--- config.mk ---
export PLATFORM = sky130hd
export DESIGN_NAME = sysref_sync_monitor
export DESIGN_NICKNAME = d
export VERILOG_FILES = /design/src/shared/sync_marker_pkg.sv /design/src/core/pipe_delay.sv /design/src/core/sysref_sync_monitor.sv
export SDC_FILE = /design/constraint.sdc
export NUM_CORES = 1
export LEC_CHECK = 0
export ABC_AREA = 0
export ABC_CLOCK_PERIOD_IN_PS = 6000
export BUFFER_PORTS_ARGS = -buffer_cell sky130_fd_sc_hd__buf_2
export CAP_MARGIN = 25
export CORE_UTILIZATION = 55
export DETAILED_ROUTE_END_ITERATION = 8
export PLACE_DENSITY = 0.74
export SYNTH_ARGS = -nofsm -noshare
export SYNTH_HDL_FRONTEND = slang
export SYNTH_HIERARCHICAL = 1
export SYNTH_SLANG_ARGS = --single-unit
--- constraint.sdc ---
create_clock -name core_clk -period 6 [get_ports core_clk]
set_clock_uncertainty 0.15 [all_clocks]
set_input_delay 0.9 -clock core_clk [delete_from_list [all_inputs] [get_ports core_clk]]
set_output_delay 0.9 -clock core_clk [all_outputs]
set_load 0.03 [all_outputs]
--- src/shared/sync_marker_pkg.sv ---
// Purpose: shared constants and carriers for the reference sync, monitor and marker block
// Assumes: register port is the decoded parallel side of the serial configuration port
// Notes: all addresses are 12-bit byte offsets, all registers 8 bits wide
package sync_marker_pkg;

  // register offsets
  localparam logic [11:0] ADDR_OVR_THRESH = 12'h10a;
  localparam logic [11:0] ADDR_OVR_CFG = 12'h10b;
  localparam logic [11:0] ADDR_OUT_FORMAT = 12'h110;
  localparam logic [11:0] ADDR_OVR_LSB = 12'h116;
  localparam logic [11:0] ADDR_FREQ_RANGE = 12'h132;
  localparam logic [11:0] ADDR_MON_STATUS = 12'h140;
  localparam logic [11:0] ADDR_PIN_CFG = 12'h146;
  localparam logic [11:0] ADDR_SYNC_MASK = 12'h147;
  localparam logic [11:0] ADDR_NCO_STEP = 12'h148;
  localparam logic [11:0] ADDR_TEST_CFG = 12'h149;
  localparam logic [11:0] ADDR_TS_CFG = 12'h162;
  localparam logic [11:0] ADDR_NYQ_ZONE = 12'h16b;
  localparam logic [11:0] ADDR_DECIM = 12'h169;

  // reset values
  localparam logic [7:0] RST_OVR_THRESH = 8'hff;
  localparam logic [7:0] RST_OVR_CFG = 8'h01;
  localparam logic [7:0] RST_ZERO = 8'h00;
  localparam logic [7:0] RST_PIN_CFG = 8'h01;
  localparam logic [7:0] RST_NCO_STEP = 8'h01;

  // field values and positions
  localparam logic [7:0] PIN_CFG_SYNC_IN = 8'h00;
  localparam logic [7:0] PIN_CFG_OVR_OUT = 8'h02;
  localparam logic [7:0] TS_ENABLE_CODE = 8'hc0;
  localparam logic [7:0] TS_ENABLE_MASK = 8'hc0;
  localparam int DET_BIT = 6;
  localparam int OVR_EN_BIT = 0;
  localparam int OVR_LSB_BIT = 0;
  localparam int RAMP_EN_BIT = 0;
  localparam int DDR_BIT = 0;
  localparam int TS_LANE = 2;

  // timing, in sampling clock cycles
  localparam int SAMPLE_LATENCY = 43;
  localparam int MARKER_LATENCY = 8;
  localparam int MARKER_LEAD = SAMPLE_LATENCY - MARKER_LATENCY;
  // monitor window geometry in ps; the tap comparators sit at these instants
  localparam int SAMPLE_OFFSET_PS = 60;
  localparam int WINDOW_START_PS = -60;
  localparam int WINDOW_END_PS = 140;
  localparam int WINDOW_STEP_PS = 40;
  localparam int NUM_TAPS = (WINDOW_END_PS - WINDOW_START_PS) / WINDOW_STEP_PS + 1;

  // which blocks a reference event may reset; a set bit protects the block
  typedef struct packed {
    logic ramp_hold;
    logic nco_hold;
    logic divider_hold;
  } sync_mask_t;

  // monitor status byte as it reads back
  typedef struct packed {
    logic zero;
    logic reference_edge_seen;
    logic reference_monitor_extra_flag;
    logic [4:0] window_flags;
  } mon_status_t;

endpackage

--- src/core/pipe_delay.sv ---
// Purpose: fixed-latency register pipeline
// Assumes: one stage per clock, no stall
// Notes: used for the sample path and the marker path
`timescale 1ns/1ps
module pipe_delay #(
  parameter int WIDTH = 1,
  parameter int DEPTH = 1
) (
  input wire logic core_clk, // sampling clock
  input wire logic reset_n, // sync reset, active low
  input wire logic [WIDTH-1:0] din, // value entering
  output logic [WIDTH-1:0] dout // value DEPTH cycles later
);

  logic [WIDTH-1:0] stage [DEPTH];

  initial begin
    if (DEPTH < 1 || WIDTH < 1) begin
      $error("pipe_delay needs DEPTH and WIDTH of at least one");
    end
  end

  // plain shift chain; cleared so nothing stale leaks after reset
  always_ff @(posedge core_clk) begin
    if (!reset_n) begin
      for (int i = 0; i < DEPTH; i++) begin
        stage[i] <= '0;
      end
    end else begin
      stage[0] <= din;
      for (int i = 1; i < DEPTH; i++) begin
        stage[i] <= stage[i-1];
      end
    end
  end

  assign dout = stage[DEPTH-1];

endmodule // pipe_delay

--- src/core/sysref_sync_monitor.sv ---
// Purpose: reference capture, sync resets, window monitor, time-stamp and overrange marking
// Assumes: core_clk is the sampling clock; tap inputs come from the analog comparator chain
// Notes: one clock domain; register port is the decoded serial configuration port
`timescale 1ns/1ps

// Contract
// - frequency range and Nyquist zone tune correction
// - reference event resets ramp pattern in bypass
// - reference event resets divider and oscillator phase, only while decimation is active
// - pin zero is reference input at code 0x00
// - masks choose which blocks an event resets
// - reference sampled at clock edge plus 60ps
// - monitor watches -60ps to +140ps window
// - five window flags by edge placement
// - status refreshed on each reference rising edge
// - edge-seen bit sticky until software clears
// - status byte layout at 0x140
// - time-stamp registers rising pin edge
// - marker replaces lane two bit at 0xC0
// - data latency 43, marker latency 8
// - time-stamp only in parallel SDR/DDR formats
// - overrange detect, configured at 0x10A/0x10B
// - overrange routable to general pin
// - overrange replaces LSB, every stream in decimation
module sysref_sync_monitor #(
  parameter int SAMPLE_WIDTH = 14,
  parameter int NUM_DDC = 4,
  parameter int DDC_WIDTH = 16,
  parameter int DIV_WIDTH = 8,
  parameter int NCO_WIDTH = 16
) (
  input wire logic core_clk, // sampling clock, rising edge
  input wire logic reset_n, // synchronous reset, active low
  input wire logic [11:0] reg_addr, // register address
  input wire logic [7:0] reg_wdata, // write data
  input wire logic reg_write, // write strobe, one cycle
  output logic [7:0] reg_rdata, // read data, one cycle after address
  input wire logic general_pin_zero_in, // pin level as seen
  output logic general_pin_zero_out, // pin drive value
  output logic general_pin_zero_oe, // high while driving the pin
  input wire logic [sync_marker_pkg::NUM_TAPS-1:0] ref_taps, // window comparator samples
  input wire logic [SAMPLE_WIDTH-1:0] sample_in, // converter sample, two's complement
  input wire logic [NUM_DDC*DDC_WIDTH-1:0] ddc_in, // down-converter streams
  output logic [SAMPLE_WIDTH-1:0] data_out, // bypass output word
  output logic [NUM_DDC*DDC_WIDTH-1:0] ddc_out, // decimated output streams
  output logic [7:0] freq_range, // input frequency range to correction
  output logic [7:0] nyquist_zone, // zone selection to correction
  output logic decim_active, // decimation chain in use
  output logic ddr_mode, // parallel double data rate
  output logic [DIV_WIDTH-1:0] div_phase, // decimation clock divider state
  output logic [NCO_WIDTH-1:0] nco_phase, // oscillator phase accumulator
  output logic sync_event // one-cycle captured reference event
);

  initial begin
    if (SAMPLE_WIDTH < 10 || SAMPLE_WIDTH > DDC_WIDTH || NUM_DDC < 1) begin
      $error("sysref_sync_monitor: unsupported width or stream count");
    end
    if (NCO_WIDTH < 8 || DIV_WIDTH < 1 || DDC_WIDTH < 1) begin
      $error("sysref_sync_monitor: counters too narrow for the step register");
    end
    if (sync_marker_pkg::NUM_TAPS != 6) begin
      $error("sysref_sync_monitor: window needs six taps");
    end
  end

  // configuration registers
  logic [7:0] ovr_thresh;
  logic [7:0] ovr_cfg;
  logic [7:0] out_format;
  logic [7:0] ovr_lsb;
  logic [7:0] pin_cfg;
  logic [7:0] nco_step;
  logic [7:0] test_cfg;
  logic [7:0] ts_cfg;
  logic [7:0] decim_cfg;
  sync_marker_pkg::sync_mask_t sync_mask;
  sync_marker_pkg::mon_status_t mon_status;

  logic sel_sync_in;
  logic ts_enabled;
  logic pin_q;
  logic pin_rise;
  logic [SAMPLE_WIDTH-1:0] ramp;
  logic [SAMPLE_WIDTH-1:0] sample_q;
  logic [SAMPLE_WIDTH-1:0] data_src;
  logic [SAMPLE_WIDTH-2:0] magnitude;
  logic ovr_now;
  logic [SAMPLE_WIDTH:0] delayed_word;
  logic ovr_late;
  logic ovr_ddc;
  logic marker;
  logic [4:0] window_now;
  logic clear_det;
  logic [4:0] window_flags;
  logic reference_monitor_extra_flag;
  logic reference_edge_seen;

  // register writes
  always_ff @(posedge core_clk) begin
    if (!reset_n) begin
      ovr_thresh <= sync_marker_pkg::RST_OVR_THRESH;
      ovr_cfg <= sync_marker_pkg::RST_OVR_CFG;
      out_format <= sync_marker_pkg::RST_ZERO;
      ovr_lsb <= sync_marker_pkg::RST_ZERO;
      freq_range <= sync_marker_pkg::RST_ZERO;
      nyquist_zone <= sync_marker_pkg::RST_ZERO; // first zone after reset
      pin_cfg <= sync_marker_pkg::RST_PIN_CFG;
      sync_mask <= '0;
      nco_step <= sync_marker_pkg::RST_NCO_STEP;
      test_cfg <= sync_marker_pkg::RST_ZERO;
      ts_cfg <= sync_marker_pkg::RST_ZERO;
      decim_cfg <= sync_marker_pkg::RST_ZERO;
    end else if (reg_write) begin
      case (reg_addr)
        sync_marker_pkg::ADDR_OVR_THRESH: ovr_thresh <= reg_wdata;
        sync_marker_pkg::ADDR_OVR_CFG: ovr_cfg <= reg_wdata;
        sync_marker_pkg::ADDR_OUT_FORMAT: out_format <= reg_wdata;
        sync_marker_pkg::ADDR_OVR_LSB: ovr_lsb <= reg_wdata;
        sync_marker_pkg::ADDR_FREQ_RANGE: freq_range <= reg_wdata;
        sync_marker_pkg::ADDR_NYQ_ZONE: nyquist_zone <= reg_wdata;
        sync_marker_pkg::ADDR_PIN_CFG: pin_cfg <= reg_wdata;
        sync_marker_pkg::ADDR_SYNC_MASK: sync_mask <= reg_wdata[2:0];
        sync_marker_pkg::ADDR_NCO_STEP: nco_step <= reg_wdata;
        sync_marker_pkg::ADDR_TEST_CFG: test_cfg <= reg_wdata;
        sync_marker_pkg::ADDR_TS_CFG: ts_cfg <= reg_wdata;
        sync_marker_pkg::ADDR_DECIM: decim_cfg <= reg_wdata;
        default: ;
      endcase
    end
  end

  // mode decode
  assign decim_active = decim_cfg[3:0] != 4'h0;
  assign ddr_mode = out_format[sync_marker_pkg::DDR_BIT];
  assign sel_sync_in = pin_cfg == sync_marker_pkg::PIN_CFG_SYNC_IN;
  // marker exists only on the parallel bypass output
  assign ts_enabled = ((ts_cfg & sync_marker_pkg::TS_ENABLE_MASK) ==
                       sync_marker_pkg::TS_ENABLE_CODE) && !decim_active;

  // pin capture on the sampling edge; the analog front end supplies the 60ps skew
  always_ff @(posedge core_clk) begin
    if (!reset_n) begin
      pin_q <= 1'b0;
    end else begin
      pin_q <= general_pin_zero_in;
    end
  end

  // only a low-to-high change counts; a held level fires once
  assign pin_rise = general_pin_zero_in && !pin_q && sel_sync_in;
  assign sync_event = pin_rise;

  // ramp test pattern, restarted by a reference event unless masked
  always_ff @(posedge core_clk) begin
    if (!reset_n) begin
      ramp <= '0;
    end else if (pin_rise && !sync_mask.ramp_hold) begin
      ramp <= '0;
    end else begin
      ramp <= ramp + 1'b1;
    end
  end

  // decimation clock divider; only meaningful when decimation is active
  always_ff @(posedge core_clk) begin
    if (!reset_n) begin
      div_phase <= '0;
    end else if (decim_active && pin_rise && !sync_mask.divider_hold) begin
      div_phase <= '0;
    end else begin
      div_phase <= div_phase + 1'b1;
    end
  end

  // oscillator phase; reset keeps every device on the same phase
  always_ff @(posedge core_clk) begin
    if (!reset_n) begin
      nco_phase <= '0;
    end else if (decim_active && pin_rise && !sync_mask.nco_hold) begin
      nco_phase <= '0;
    end else begin
      nco_phase <= nco_phase + NCO_WIDTH'(nco_step);
    end
  end

  // window flags: a tap pair that disagrees brackets the reference change
  // one tap pair per flag; an edge outside the window raises none
  // taps sit at -60, -20, +20, +60, +100, +140 ps around the rising edge
  always_comb begin
    for (int i = 0; i < 5; i++) begin
      window_now[i] = ref_taps[i] ^ ref_taps[i+1];
    end
  end

  assign clear_det = reg_write && reg_addr == sync_marker_pkg::ADDR_MON_STATUS &&
                     reg_wdata[sync_marker_pkg::DET_BIT];

  // window and extra flag follow the latest reference rising edge
  always_ff @(posedge core_clk) begin
    if (!reset_n) begin
      window_flags <= '0;
      reference_monitor_extra_flag <= 1'b0;
    end else if (pin_rise) begin
      window_flags <= window_now;
      reference_monitor_extra_flag <= |window_now;
    end
  end

  // edge-seen stays until written with a one; a new edge beats the clear
  always_ff @(posedge core_clk) begin
    if (!reset_n) begin
      reference_edge_seen <= 1'b0;
    end else if (pin_rise) begin
      reference_edge_seen <= 1'b1;
    end else if (clear_det) begin
      reference_edge_seen <= 1'b0;
    end
  end

  // status byte as it reads back; the top bit has no storage behind it
  always_comb begin
    mon_status.zero = 1'b0;
    mon_status.reference_edge_seen = reference_edge_seen;
    mon_status.reference_monitor_extra_flag = reference_monitor_extra_flag;
    mon_status.window_flags = window_flags;
  end

  // overrange: magnitude high bits at or above the threshold byte
  assign magnitude = sample_in[SAMPLE_WIDTH-1] ? ~sample_in[SAMPLE_WIDTH-2:0] :
                     sample_in[SAMPLE_WIDTH-2:0];
  assign ovr_now = ovr_cfg[sync_marker_pkg::OVR_EN_BIT] &&
                   magnitude[SAMPLE_WIDTH-2 -: 8] >= ovr_thresh;

  // capture register; ramp replaces the converter word when the test pattern is on
  always_ff @(posedge core_clk) begin
    if (!reset_n) begin
      sample_q <= '0;
    end else begin
      sample_q <= test_cfg[sync_marker_pkg::RAMP_EN_BIT] ? ramp : sample_in;
    end
  end

  // flag comes straight from the input, one cycle ahead of its sample,
  // so it leads the data by a cycle and never lags it
  pipe_delay #(
    .WIDTH(SAMPLE_WIDTH + 1),
    .DEPTH(sync_marker_pkg::SAMPLE_LATENCY - 1)
  ) u_sample_delay (
    .core_clk(core_clk),
    .reset_n(reset_n),
    .din({ovr_now, sample_q}),
    .dout(delayed_word)
  );

  // marker path is short on purpose: it is not latency matched
  pipe_delay #(
    .WIDTH(1),
    .DEPTH(sync_marker_pkg::MARKER_LATENCY)
  ) u_marker_delay (
    .core_clk(core_clk),
    .reset_n(reset_n),
    .din(pin_rise && ts_enabled),
    .dout(marker)
  );

  assign ovr_late = delayed_word[SAMPLE_WIDTH];

  // bypass word with marker and overrange substitution
  always_comb begin
    data_src = delayed_word[SAMPLE_WIDTH-1:0];
    if (ovr_lsb[sync_marker_pkg::OVR_LSB_BIT]) begin
      data_src[0] = ovr_late;
    end
    if (ts_enabled) begin
      data_src[sync_marker_pkg::TS_LANE] = marker;
    end
  end

  always_ff @(posedge core_clk) begin
    if (!reset_n) begin
      data_out <= '0;
    end else begin
      data_out <= data_src;
    end
  end

  // decimated streams each carry the overrange flag in their LSB
  assign ovr_ddc = ovr_lsb[sync_marker_pkg::OVR_LSB_BIT] && decim_active;
  always_ff @(posedge core_clk) begin
    if (!reset_n) begin
      ddc_out <= '0;
    end else begin
      for (int k = 0; k < NUM_DDC; k++) begin
        ddc_out[k*DDC_WIDTH +: DDC_WIDTH] <= ddc_in[k*DDC_WIDTH +: DDC_WIDTH];
        if (ovr_ddc) begin
          ddc_out[k*DDC_WIDTH] <= ovr_late;
        end
      end
    end
  end

  // pin drive: only when configured as overrange output, never as reference input
  always_ff @(posedge core_clk) begin
    if (!reset_n) begin
      general_pin_zero_out <= 1'b0;
      general_pin_zero_oe <= 1'b0;
    end else begin
      general_pin_zero_out <= ovr_late;
      general_pin_zero_oe <= pin_cfg == sync_marker_pkg::PIN_CFG_OVR_OUT;
    end
  end

  // read mux, registered; unmapped addresses read zero
  // reading the status has no side effect; only a written one clears edge-seen
  always_ff @(posedge core_clk) begin
    if (!reset_n) begin
      reg_rdata <= 8'h00;
    end else begin
      case (reg_addr)
        sync_marker_pkg::ADDR_OVR_THRESH: reg_rdata <= ovr_thresh;
        sync_marker_pkg::ADDR_OVR_CFG: reg_rdata <= ovr_cfg;
        sync_marker_pkg::ADDR_OUT_FORMAT: reg_rdata <= out_format;
        sync_marker_pkg::ADDR_OVR_LSB: reg_rdata <= ovr_lsb;
        sync_marker_pkg::ADDR_FREQ_RANGE: reg_rdata <= freq_range;
        sync_marker_pkg::ADDR_MON_STATUS: reg_rdata <= mon_status;
        sync_marker_pkg::ADDR_PIN_CFG: reg_rdata <= pin_cfg;
        sync_marker_pkg::ADDR_SYNC_MASK: reg_rdata <= {5'h00, sync_mask};
        sync_marker_pkg::ADDR_NCO_STEP: reg_rdata <= nco_step;
        sync_marker_pkg::ADDR_TEST_CFG: reg_rdata <= test_cfg;
        sync_marker_pkg::ADDR_TS_CFG: reg_rdata <= ts_cfg;
        sync_marker_pkg::ADDR_NYQ_ZONE: reg_rdata <= nyquist_zone;
        sync_marker_pkg::ADDR_DECIM: reg_rdata <= decim_cfg;
        default: reg_rdata <= 8'h00;
      endcase
    end
  end

endmodule // sysref_sync_monitor

==> results.toml, run 1 <==
[drt]
wl_per_cell_um = 14.49
vias_per_cell = 4.834
drtIter0Drc = 725
ant_nets = 0
drt_first_pass_iters = 7
num_vias = 15930
drt_wl_total_um = 47760
drc_errors = 0

[synth]
synth_edf_count = 0
synth_common_cells = "877 x dfxtp_1, 724 x and2_1, 145 x nor2_1"
ys_ff_latch = 877
avgSynthCellArea_um2 = 11.57
synthMostInstantiatedCell = "dfxtp_1"
synth_area_leaders = "dfxtp_1 64%, and2_1 16%, mux2i_1 3.9%"
syn_inst = 2378
syn_area_um2 = 27510
synthesis.nets = 2505
yosys.area_share.simple_pct = 22.49
synth-async-reset-ratio_pct = 0
muxShareOfSynthArea_pct = 3.897
ys.flop_type = "dfxtp_1"
synth-seq-area-share_pct = 63.81
yosys_warnings = 6
synthAdderAreaFrac_pct = 0.8914
synth_area_leader_cell = "dfxtp_1"
ys_types = 71
synth_top_cell_area_share_pct = 63.81
synth-xor-area-share_pct = 1.178
synth_top_family_by_area = "simple AND/OR/NAND/NOR gates"
synth-compound-area-share_pct = 3.079

[timing]
drv_slew = 0
hold_violations = 0
rsz0062_at_grt = "no"
fmax_ghz = 0.3031
worst_slew_pin_slew_ns = 0.9745
fin_crit_sh_pct = 54.98
relSlewSlack_pct = 35.03
tns_ns = 0
setup_viol_count_final = 0
timing.final.crit_period_ns = 3.299

[setup_path]
cp_max_fo = 19
critPathCaptureType = "output port"
cp_data_required_time_ns = 4.95
cp-start-kind = "flop"
regToRegStartpoint = "pin_cfg[3]$_SDFFE_PN0P_"
critPathKind = "flop to output port"
r2r_slack_ns = 3.64
crit_arrival_ns = 2.25
r2r-end = "nco_phase[7]$_SDFF_PP0_"
rr_worst_depth = 6

[finish]
layout.nets = 2687
drive_above_1_share_pct = 15.11
design_area_um2 = 31270
seqCellArea_um2 = 17560
syn_to_final_growth_pct = 13.67
fillCellCount = 3841
multi_input_area_um2 = 8676
instances_no_fill = 3295

[clocking]
cts_setup_buffers = 0
cts_resized = 0
cts.htree.levels = 3
cts_hold_buf = 0
clkTransAtPathRegs_ns = 0.06
clkLatencyLatePin_ns = 0.61
cts_buffer_depth = 3
root_buffer = "clkbuf_16"
cts-buffers-inserted = 82
cts_tree = "yes"
cts_sinks = 877

[power]
p_sw_share_pct = 20.42
combPwrFrac_pct = 2.7
pwr-share-seq_pct = 51.4
p_per_area_nw_per_um2 = 365.9
p_sw_mw = 2.337
internal_power_mw = 9.105
ir_worst_vdd_mv = 0.2495
leakage_nw = 13.33
pwr-share-clk_pct = 45.9

[global_routing]
grt-busiest-layer = "met2"
antenna_found_initial = 3
first_global_vias = 15630
global_route.usage.met3_pct = 4.346
grt_usage_pct = 19.00
grt_pass1_wl_um = 77730
overflow = 0
grt_start_max_net_pins = 299
met2_usage_pct = 30.71
grtUsageMet1_pct = 23.99

[placed_design]
hpwlAfterDp_um = 29960
dpl.cell_count = 3139
port_buffers = 238
dpl_cell_area_um2 = 28420
gp_congestion = 0.9525

[worst_hold_path]
holdCritPathClass = "flop to flop"
holdPathEnd = "u_sample_delay/stage[0][58]$_SDFF_PN0_"
min_path_cells = 1
hp-start = "u_sample_delay/stage[0][43]$_SDFF_PN0_"

[floorplan]
die_h_um = 225.7
initial_utilization_pct = 55.97
die_x_um = 225.7
core_area_um2 = 49150
dieArea_um2 = 50920
ios = 239
core.rowCount = 81

[job]
cap_viol_max_count = 0

[outcome]
status = "complete, no violations"
worst max-delay path by stage:
| stage | slack (ns) | end | cells past startpoint | from |
|---|---|---|---|---|
| after floorplan | 3.29 | u_sample_delay/stage[0][14]$_SDFF_PN0_ | 9 | sample_in[13] |
| after global placement | 2.71 | ovr_cfg[0]$_SDFFE_PN1P_ | 6 | reg_addr[9] |
| after detailed placement | 2.70 | reg_rdata[3]$_SDFF_PN0_ | 6 | reg_addr[9] |
| after CTS | 2.68 | sync_event | 4 | pin_cfg[3]$_SDFFE_PN0P_ |
| after global routing | 2.53 | sync_event | 4 | pin_cfg[3]$_SDFFE_PN0P_ |
| final | 2.70 | sync_event | 4 | pin_cfg[3]$_SDFFE_PN0P_ |
area by class of cell:
class / count / area share (%)
well taps: 664 / 2.657
multi-input cells: 1332 / 27.74
flip-flops and latches: 877 / 56.14
clock buffers: 125 / 7.982
diodes: 3 / 0.02401
clock inverters: 27 / 1.080
inverters: 18 / 0.2161
repair buffers: 249 / 4.157
cells in the final DEF, fill, tap and decap left out, types with 4 or more instances in the layout:
cell type	instances
a21oi_1	32
nand3_1	40
nand2b_1	6
clkbuf_8	24
a21o_1	4
nor2_1	145
buf_4	8
dfxtp_1	877
inv_1	17
clkinv_2	15
nand3b_1	14
nand2_1	42
nor2b_1	6
and4_1	5
a211oi_1	7
a31oi_1	6
buf_2	237
and2_1	724
nand4_1	10
o21ai_0	8
nor3_1	7
xnor2_1	12
and3_1	28
bufinv_16	6
ha_1	18
clkbuf_1	17
a22oi_1	9
clkbuf_16	84
a221oi_1	6
a311oi_1	4
mux2i_1	106
xor2_1	25
metal layers:
layer | up-vias | share of wire [%] | wire, um
met4 | 0 | 4.1 | 1964
met3 | 133 | 4.6 | 2191
met2 | 347 | 46 | 21970
met1 | 7474 | 45 | 21630
met5 | - | 0 | 0
li1 | 7975 | - | -
flip-flops by register name, summed over array words and instances (netlist names), 14 cells and up:
name / cells
nco_phase: 16
ramp: 14
u_sample_delay/stage: 630
ddc_out: 64
data_out: 14
sample_q: 14
power groups by stage:
stage	sequential (mW)	clock [mW]	combinational [mW]
floorplan	6.06	0	0.184
global placement	6.01	0	0.305
detailed placement	6.01	0	0.309
CTS	5.88	5.40	0.310
global route	5.88	5.65	0.338
finish	5.88	5.25	0.308
worst max-delay path: stages, from the launching register on:
cell and delay [ns]:
dfxtp_1 0.33, nor4_1 0.44, nand4_2 0.51, inv_1 0.15
buf_2 0.21
through the flow:
| stage | hold slack (ns) | total power, mW | utilization, % | setup WS [ns] |
|---|---|---|---|---|
| 2_1_floorplan | 0.2557 | 6.246 | - | 3.289 |
| 3_3_place_gp | 0.2598 | 6.313 | 57.80 | 2.710 |
| 3_5_place_dp | 0.2605 | 6.319 | 57.83 | 2.704 |
| 4_1_cts | 0.2745 | 11.59 | 63.59 | 2.683 |
| 5_1_grt | 0.2880 | 11.87 | 63.62 | 2.526 |
| 6_report | 0.2726 | 11.44 | 63.62 | 2.701 |
logic make-up (layout without fill, tap and decap cells):
logic type                 count (synthesis)  after routing
and+or+nand+nor                         1052           1052
DFF                                      877            877
buffers and inverters                    169            419
AOI/OAI and AO/OA                        117            117
muxes                                    107            107
xor gates and xnor gates                  37             37
adders and majority gates                 19             19
other                                      0              3
Power figures use the tool's default switching activity.
==> run 2, diff against run 1 <==
ABC_AREA = 1   (was 0)
ABC_CLOCK_PERIOD_IN_PS = 3400   (was 6000)
clock period = 3.4 ns   (was 6 ns; I/O delays follow)
==> results.toml, run 2 <==
[timing]
rsz0062_at_grt = "no"
setup_viol_count_final = 0
hold_violations = 0
setup_ws_ns = 0.5970
tns_ns = 0
worst_slew_pin_slew_ns = 1.011
relSlewSlack_pct = 32.60
fmax_ghz = 0.3568
fin_crit_sh_pct = 82.44
drv_slew = 0
timing.final.crit_period_ns = 2.803

[synth]
synth-async-reset-ratio_pct = 0
syn_area_um2 = 28610
ys.flop_type = "dfxtp_1"
synthAdderAreaFrac_pct = 0.8570
synth_top_family_by_area = "simple AND/OR/NAND/NOR gates"
synth_area_leaders = "dfxtp_1 61%, nand2_1 11%, inv_1 11%"
avgSynthCellArea_um2 = 8.537
synth_common_cells = "877 x dfxtp_1, 875 x nand2_1, 872 x inv_1"
synthesis.nets = 3479
synth-seq-area-share_pct = 61.36
yosys_warnings = 6
synth-compound-area-share_pct = 4.631
synth_area_leader_cell = "dfxtp_1"
syn_inst = 3352
synthMostInstantiatedCell = "dfxtp_1"
ys_ff_latch = 877
synth_edf_count = 0
synth-xor-area-share_pct = 0.8570
synth_top_cell_area_share_pct = 61.36
yosys.area_share.simple_pct = 16.71
muxShareOfSynthArea_pct = 0
ys_types = 44

[setup_path]
cp_data_required_time_ns = 2.74
regToRegStartpoint = "nco_step[0]$_SDFFE_PN1P_"
cp_max_fo = 4
cp-start-kind = "flop"
startpoint = "decim_cfg[0]$_SDFFE_PN0P_"
critPathKind = "flop to output port"
crit_arrival_ns = 2.14
r2r-end = "nco_phase[12]$_SDFF_PP0_"
critPathCaptureType = "output port"
rr_worst_depth = 9
r2r_slack_ns = 1.22

[floorplan]
die_h_um = 230.1
core_area_um2 = 51410
ios = 239
initial_utilization_pct = 55.67
dieArea_um2 = 52940
die_x_um = 230.1
core.rowCount = 83

[drt]
wl_per_cell_um = 11.91
wl_met3_um = 2650
drc_errors = 0
drt_first_pass_iters = 5
wl_met2_um = 24670
ant_nets = 0
num_vias = 19420
drtIter0Drc = 1231
wl_met1_um = 23230
drt_wl_total_um = 51980
highest_layer = "met5"
vias_per_cell = 4.451

[placed_design]
hpwlAfterDp_um = 30760
gp_congestion = 0.9135
dp_slack_ns = 0.7068
port_buffers = 238

[clocking]
cts_buffer_depth = 3
cts_tree = "yes"
cts_sinks = 877
clkLatencyLatePin_ns = 0.62
cts_setup_buffers = 0
root_buffer = "clkbuf_16"
cts.htree.levels = 3
clkTransAtPathRegs_ns = 0.06
cts-buffers-inserted = 83

[global_routing]
grt_usage_pct = 19.78
antenna_found_initial = 1
first_global_vias = 18330
grt_start_max_net_pins = 261
grt_pass1_wl_um = 86290
overflow = 0

[finish]
final_common_cell = "dfxtp_1"
layout.nets = 3748
syn_to_final_growth_pct = 16.18
layout_common_cells = "877 x dfxtp_1, 875 x nand2_1, 872 x inv_1"
drive_above_1_share_pct = 11.51
regMostFlops = "u_sample_delay/stage"
largest_registers = "u_sample_delay/stage x630, ddc_out x64, nco_phase x16"
largest_reg_flops = 630

[job]
cap_viol_max_count = 0

[power]
leakage_nw = 19.59
ir_worst_vdd_mv = 0.3913
p_per_area_nw_per_um2 = 619.0

[worst_hold_path]
holdCritPathClass = "input port to flop"
min_path_cells = 3
hp-start = "sample_in[12]"
holdPathEnd = "sample_q[12]$_SDFF_PN0_"

[outcome]
status = "complete, no violations"
## run 2: logic make-up (layout without fill, tap and decap cells)
group	Yosys count	count (layout)
AND/OR/NAND/NOR	1167	1167
buffers and inverters	1014	1345
flip-flops	877	877
AO/OA/AOI/OAI	247	247
XOR/XNOR	28	28
adder cells (fa/ha/maj)	19	19
other	0	1
## run 2: area by class of cell
cell class	count	area [um2]
multi-input combinational	1461	6600
clock buffer	113	2411
inverter	877	3293
tap	680	850.8
sequential	877	17560
fill	4135	18160
antenna	1	2.502
clock inverter	34	491.7
timing repair buffer	321	2039
## run 2: critical path, stage by stage (launching register included)
cell and delay, ns:
dfxtp_1 0.34, nor4_1 0.60, inv_1 0.32, buf_2 0.27
## run 2: power by group
part / leakage, nW / switching (mW) / internal (mW) / total (mW)
sequential: 7.09 / 0.0264 / 10.4 / 10.4
combinational: 11.1 / 0.451 / 0.213 / 0.664
clock: 1.43 / 3.85 / 5.69 / 9.54
## run 2: worst max path at each step
stage | endpoint
after floorplan | u_sample_delay/stage[0][14]$_SDFF_PN0_
after global placement | ts_cfg[1]$_SDFFE_PN0P_
after detailed placement | ts_cfg[5]$_SDFFE_PN0P_
after CTS | decim_active
after global routing | decim_active
final | decim_active
## run 2: metal layers
| metal | up-vias | GRT usage, % |
|---|---|---|
| met5 | - | 0 |
| met4 | 2 | 7.719 |
| met3 | 106 | 3.695 |
| met2 | 410 | 33.14 |
| met1 | 8727 | 25.18 |
| li1 | 10180 | - |
## run 2: through the flow
stage | power, mW | std cells | cell area, um2 | utilization, % | hold WS (ns)
after global placement | 11.18 | 4145 | 29630 | 57.64 | 0.2410
after CTS | 20.79 | 4363 | 33240 | 64.67 | 0.005866
after floorplan | 11.06 | 3352 | 28610 | - | 0.2364
after detailed placement | 11.19 | 4145 | 29630 | 57.64 | 0.2460
final | 20.58 | 4364 | 33250 | 64.67 | 0.04577
after global routing | 21.30 | 4363 | 33240 | 64.67 | 0.02304
## run 2: timing repair
| action | CTS | global route |
|---|---|---|
| hold buffers | 71 | 0 |
| hold endpoints to repair | 71 | 0 |
| gates resized for setup | 0 | 0 |
==> run 3, diff against run 2 <==
ABC_CLOCK_PERIOD_IN_PS = 2650   (was 3400)
clock period = 2.65 ns   (was 3.4 ns; I/O delays follow)
==> results.toml, run 3 (synthesis results as in run 2) <==
[clocking]
cts_setup_buffers = 0
cts.htree.levels = 3
cts_tree = "yes"
clkTransAtPathRegs_ns = 0.06
clkLatencyLatePin_ns = 0.62
cts-buffers-inserted = 84
cts_sinks = 877
cts_buffer_depth = 3
root_buffer = "clkbuf_16"

[global_routing]
grt_pass1_wl_um = 88390
first_global_vias = 18730
overflow = 0
antenna_found_initial = 0
grt_start_max_net_pins = 87
grt_usage_pct = 20.31

[floorplan]
dieArea_um2 = 52940
ios = 239
die_h_um = 230.1
core_area_um2 = 51410
core.rowCount = 83
initial_utilization_pct = 55.67
die_x_um = 230.1

[finish]
antenna_cells = 0
syn_to_final_growth_pct = 17.99
largest_registers = "u_sample_delay/stage x630, ddc_out x64, nco_phase x16"
layout.nets = 3788
final_common_cell = "dfxtp_1"
regMostFlops = "u_sample_delay/stage"
design_area_um2 = 33760
drive_above_1_share_pct = 12.08
layout_common_cells = "877 x dfxtp_1, 875 x nand2_1, 872 x inv_1"
fillCellCount = 4052
largest_reg_flops = 630

[timing]
timing.final.crit_period_ns = 2.515
relSlewSlack_pct = 63.34
tns_ns = 0
worst_slew_pin_slew_ns = 0.5483
fin_crit_sh_pct = 94.91
setup_viol_count_final = 0
rsz0062_at_grt = "no"
fmax_ghz = 0.3976
setup_ws_ns = 0.1350
drv_slew = 0
hold_violations = 0

[power]
pwr-share-seq_pct = 49.6
internal_power_mw = 21.23
leakage_nw = 19.82
ir_worst_vdd_mv = 0.5462
power.total_mw = 26.86
pwr-share-clk_pct = 47.0
combPwrFrac_pct = 3.4
p_sw_mw = 5.628
p_per_area_nw_per_um2 = 795.5
p_sw_share_pct = 20.96

[placed_design]
dp_slack_ns = 0.4512
dpl_cell_area_um2 = 29900
gp_congestion = 0.9657
hpwlAfterDp_um = 32370
port_buffers = 238

[drt]
ant_nets = 0
drc_errors = 0
wl_per_cell_um = 12.25
vias_per_cell = 4.453
drt_first_pass_iters = 6
drtIter0Drc = 1260
num_vias = 19620
drt_wl_total_um = 53970

[setup_path]
r2r_slack_ns = 0.50
critPathCaptureType = "output port"
cp-start-kind = "flop"
cp_max_fo = 9
cp_data_required_time_ns = 2.10
crit_arrival_ns = 1.97
critPathKind = "flop to output port"

[job]
cap_viol_max_count = 0

[worst_hold_path]
holdCritPathClass = "input port to flop"

[outcome]
status = "complete, no violations"
## run 3: changes by cell type in the layout (fill, tap and decap cells not counted), moves of 2 or more
cell           previous run  this run
clkinv_4                  0         2
clkbuf_16                84        87
clkbuf_1                  9        11
clkbuf_8                 20        11
bufinv_16                 9        13
clkinvlp_4                2         8
dlygate4sd3_1            71        87
clkinv_2                 18        15
clkinv_16                 2         0
buf_12                    3        11
buf_4                     9        24
## run 3: routing by layer
metal / global-route usage [%] / part of all wire, % / up-vias / wire [um]
met3: 4.340 / 5.2 / 154 / 2829
met1: 25.28 / 44 / 8731 / 23820
met5: 0 / 0 / - / 0
met2: 33.95 / 47 / 469 / 25310
li1: - / - / 10270 / -
met4: 8.671 / 3.7 / 0 / 2009
## run 3: path summary, 6_finish.rpt
check | to | cells past startpoint | start
setup / recovery | sync_event | 5 | pin_cfg[3]$_SDFFE_PN0P_
hold / removal | out_format[5]$_SDFFE_PN0P_ | 3 | reg_wdata[5]
hold reg to reg | u_sample_delay/stage[0][0]$_SDFF_PN0_ | 2 | sample_q[0]$_SDFF_PN0_
setup reg to reg | nco_phase[12]$_SDFF_PP0_ | 9 | nco_step[0]$_SDFFE_PN1P_
## run 3: cell type report
cell class	instances	area, um2	area share, %
clock inverter	42	610.6	1.808
timing repair buffer	360	2472	7.323
clock buffer	109	2370	7.019
tap	680	850.8	2.520
inverter	877	3296	9.761
multi-input combinational	1461	6606	19.57
sequential	877	17560	52.00
## run 3: timing repair
| item | in CTS | in global routing |
|---|---|---|
| gates resized for setup | 0 | 2 |
| hold endpoints to repair | 112 | 0 |
| endpoints found under the setup margin | 0 | 2 |
| hold buffers | 87 | 0 |
## run 3: critical path: stages (launching register included)
cell	delay, ns
dfxtp_1	0.36
or2_1	0.25
nor3_2	0.20
nand2_2	0.18
inv_4	0.14
buf_2	0.22
## run 3: power groups by stage
| stage | sequential [mW] | combinational [mW] | clock (mW) |
|---|---|---|---|
| floorplan | 13.7 | 0.461 | 0 |
| global placement | 13.6 | 0.788 | 0 |
| detailed placement | 13.6 | 0.795 | 0 |
| CTS | 13.3 | 0.900 | 12.9 |
| global route | 13.3 | 0.995 | 13.4 |
| finish | 13.3 | 0.918 | 12.6 |
## run 3: stage by stage
step,std cells,hold slack (ns),util (%)
floorplan,3352,0.2364,-
global placement,4168,0.2410,58.17
detailed placement,4168,0.2453,58.17
CTS,4406,0.002854,65.66
global route,4406,0.02334,65.68
finish,4406,0.04720,65.68
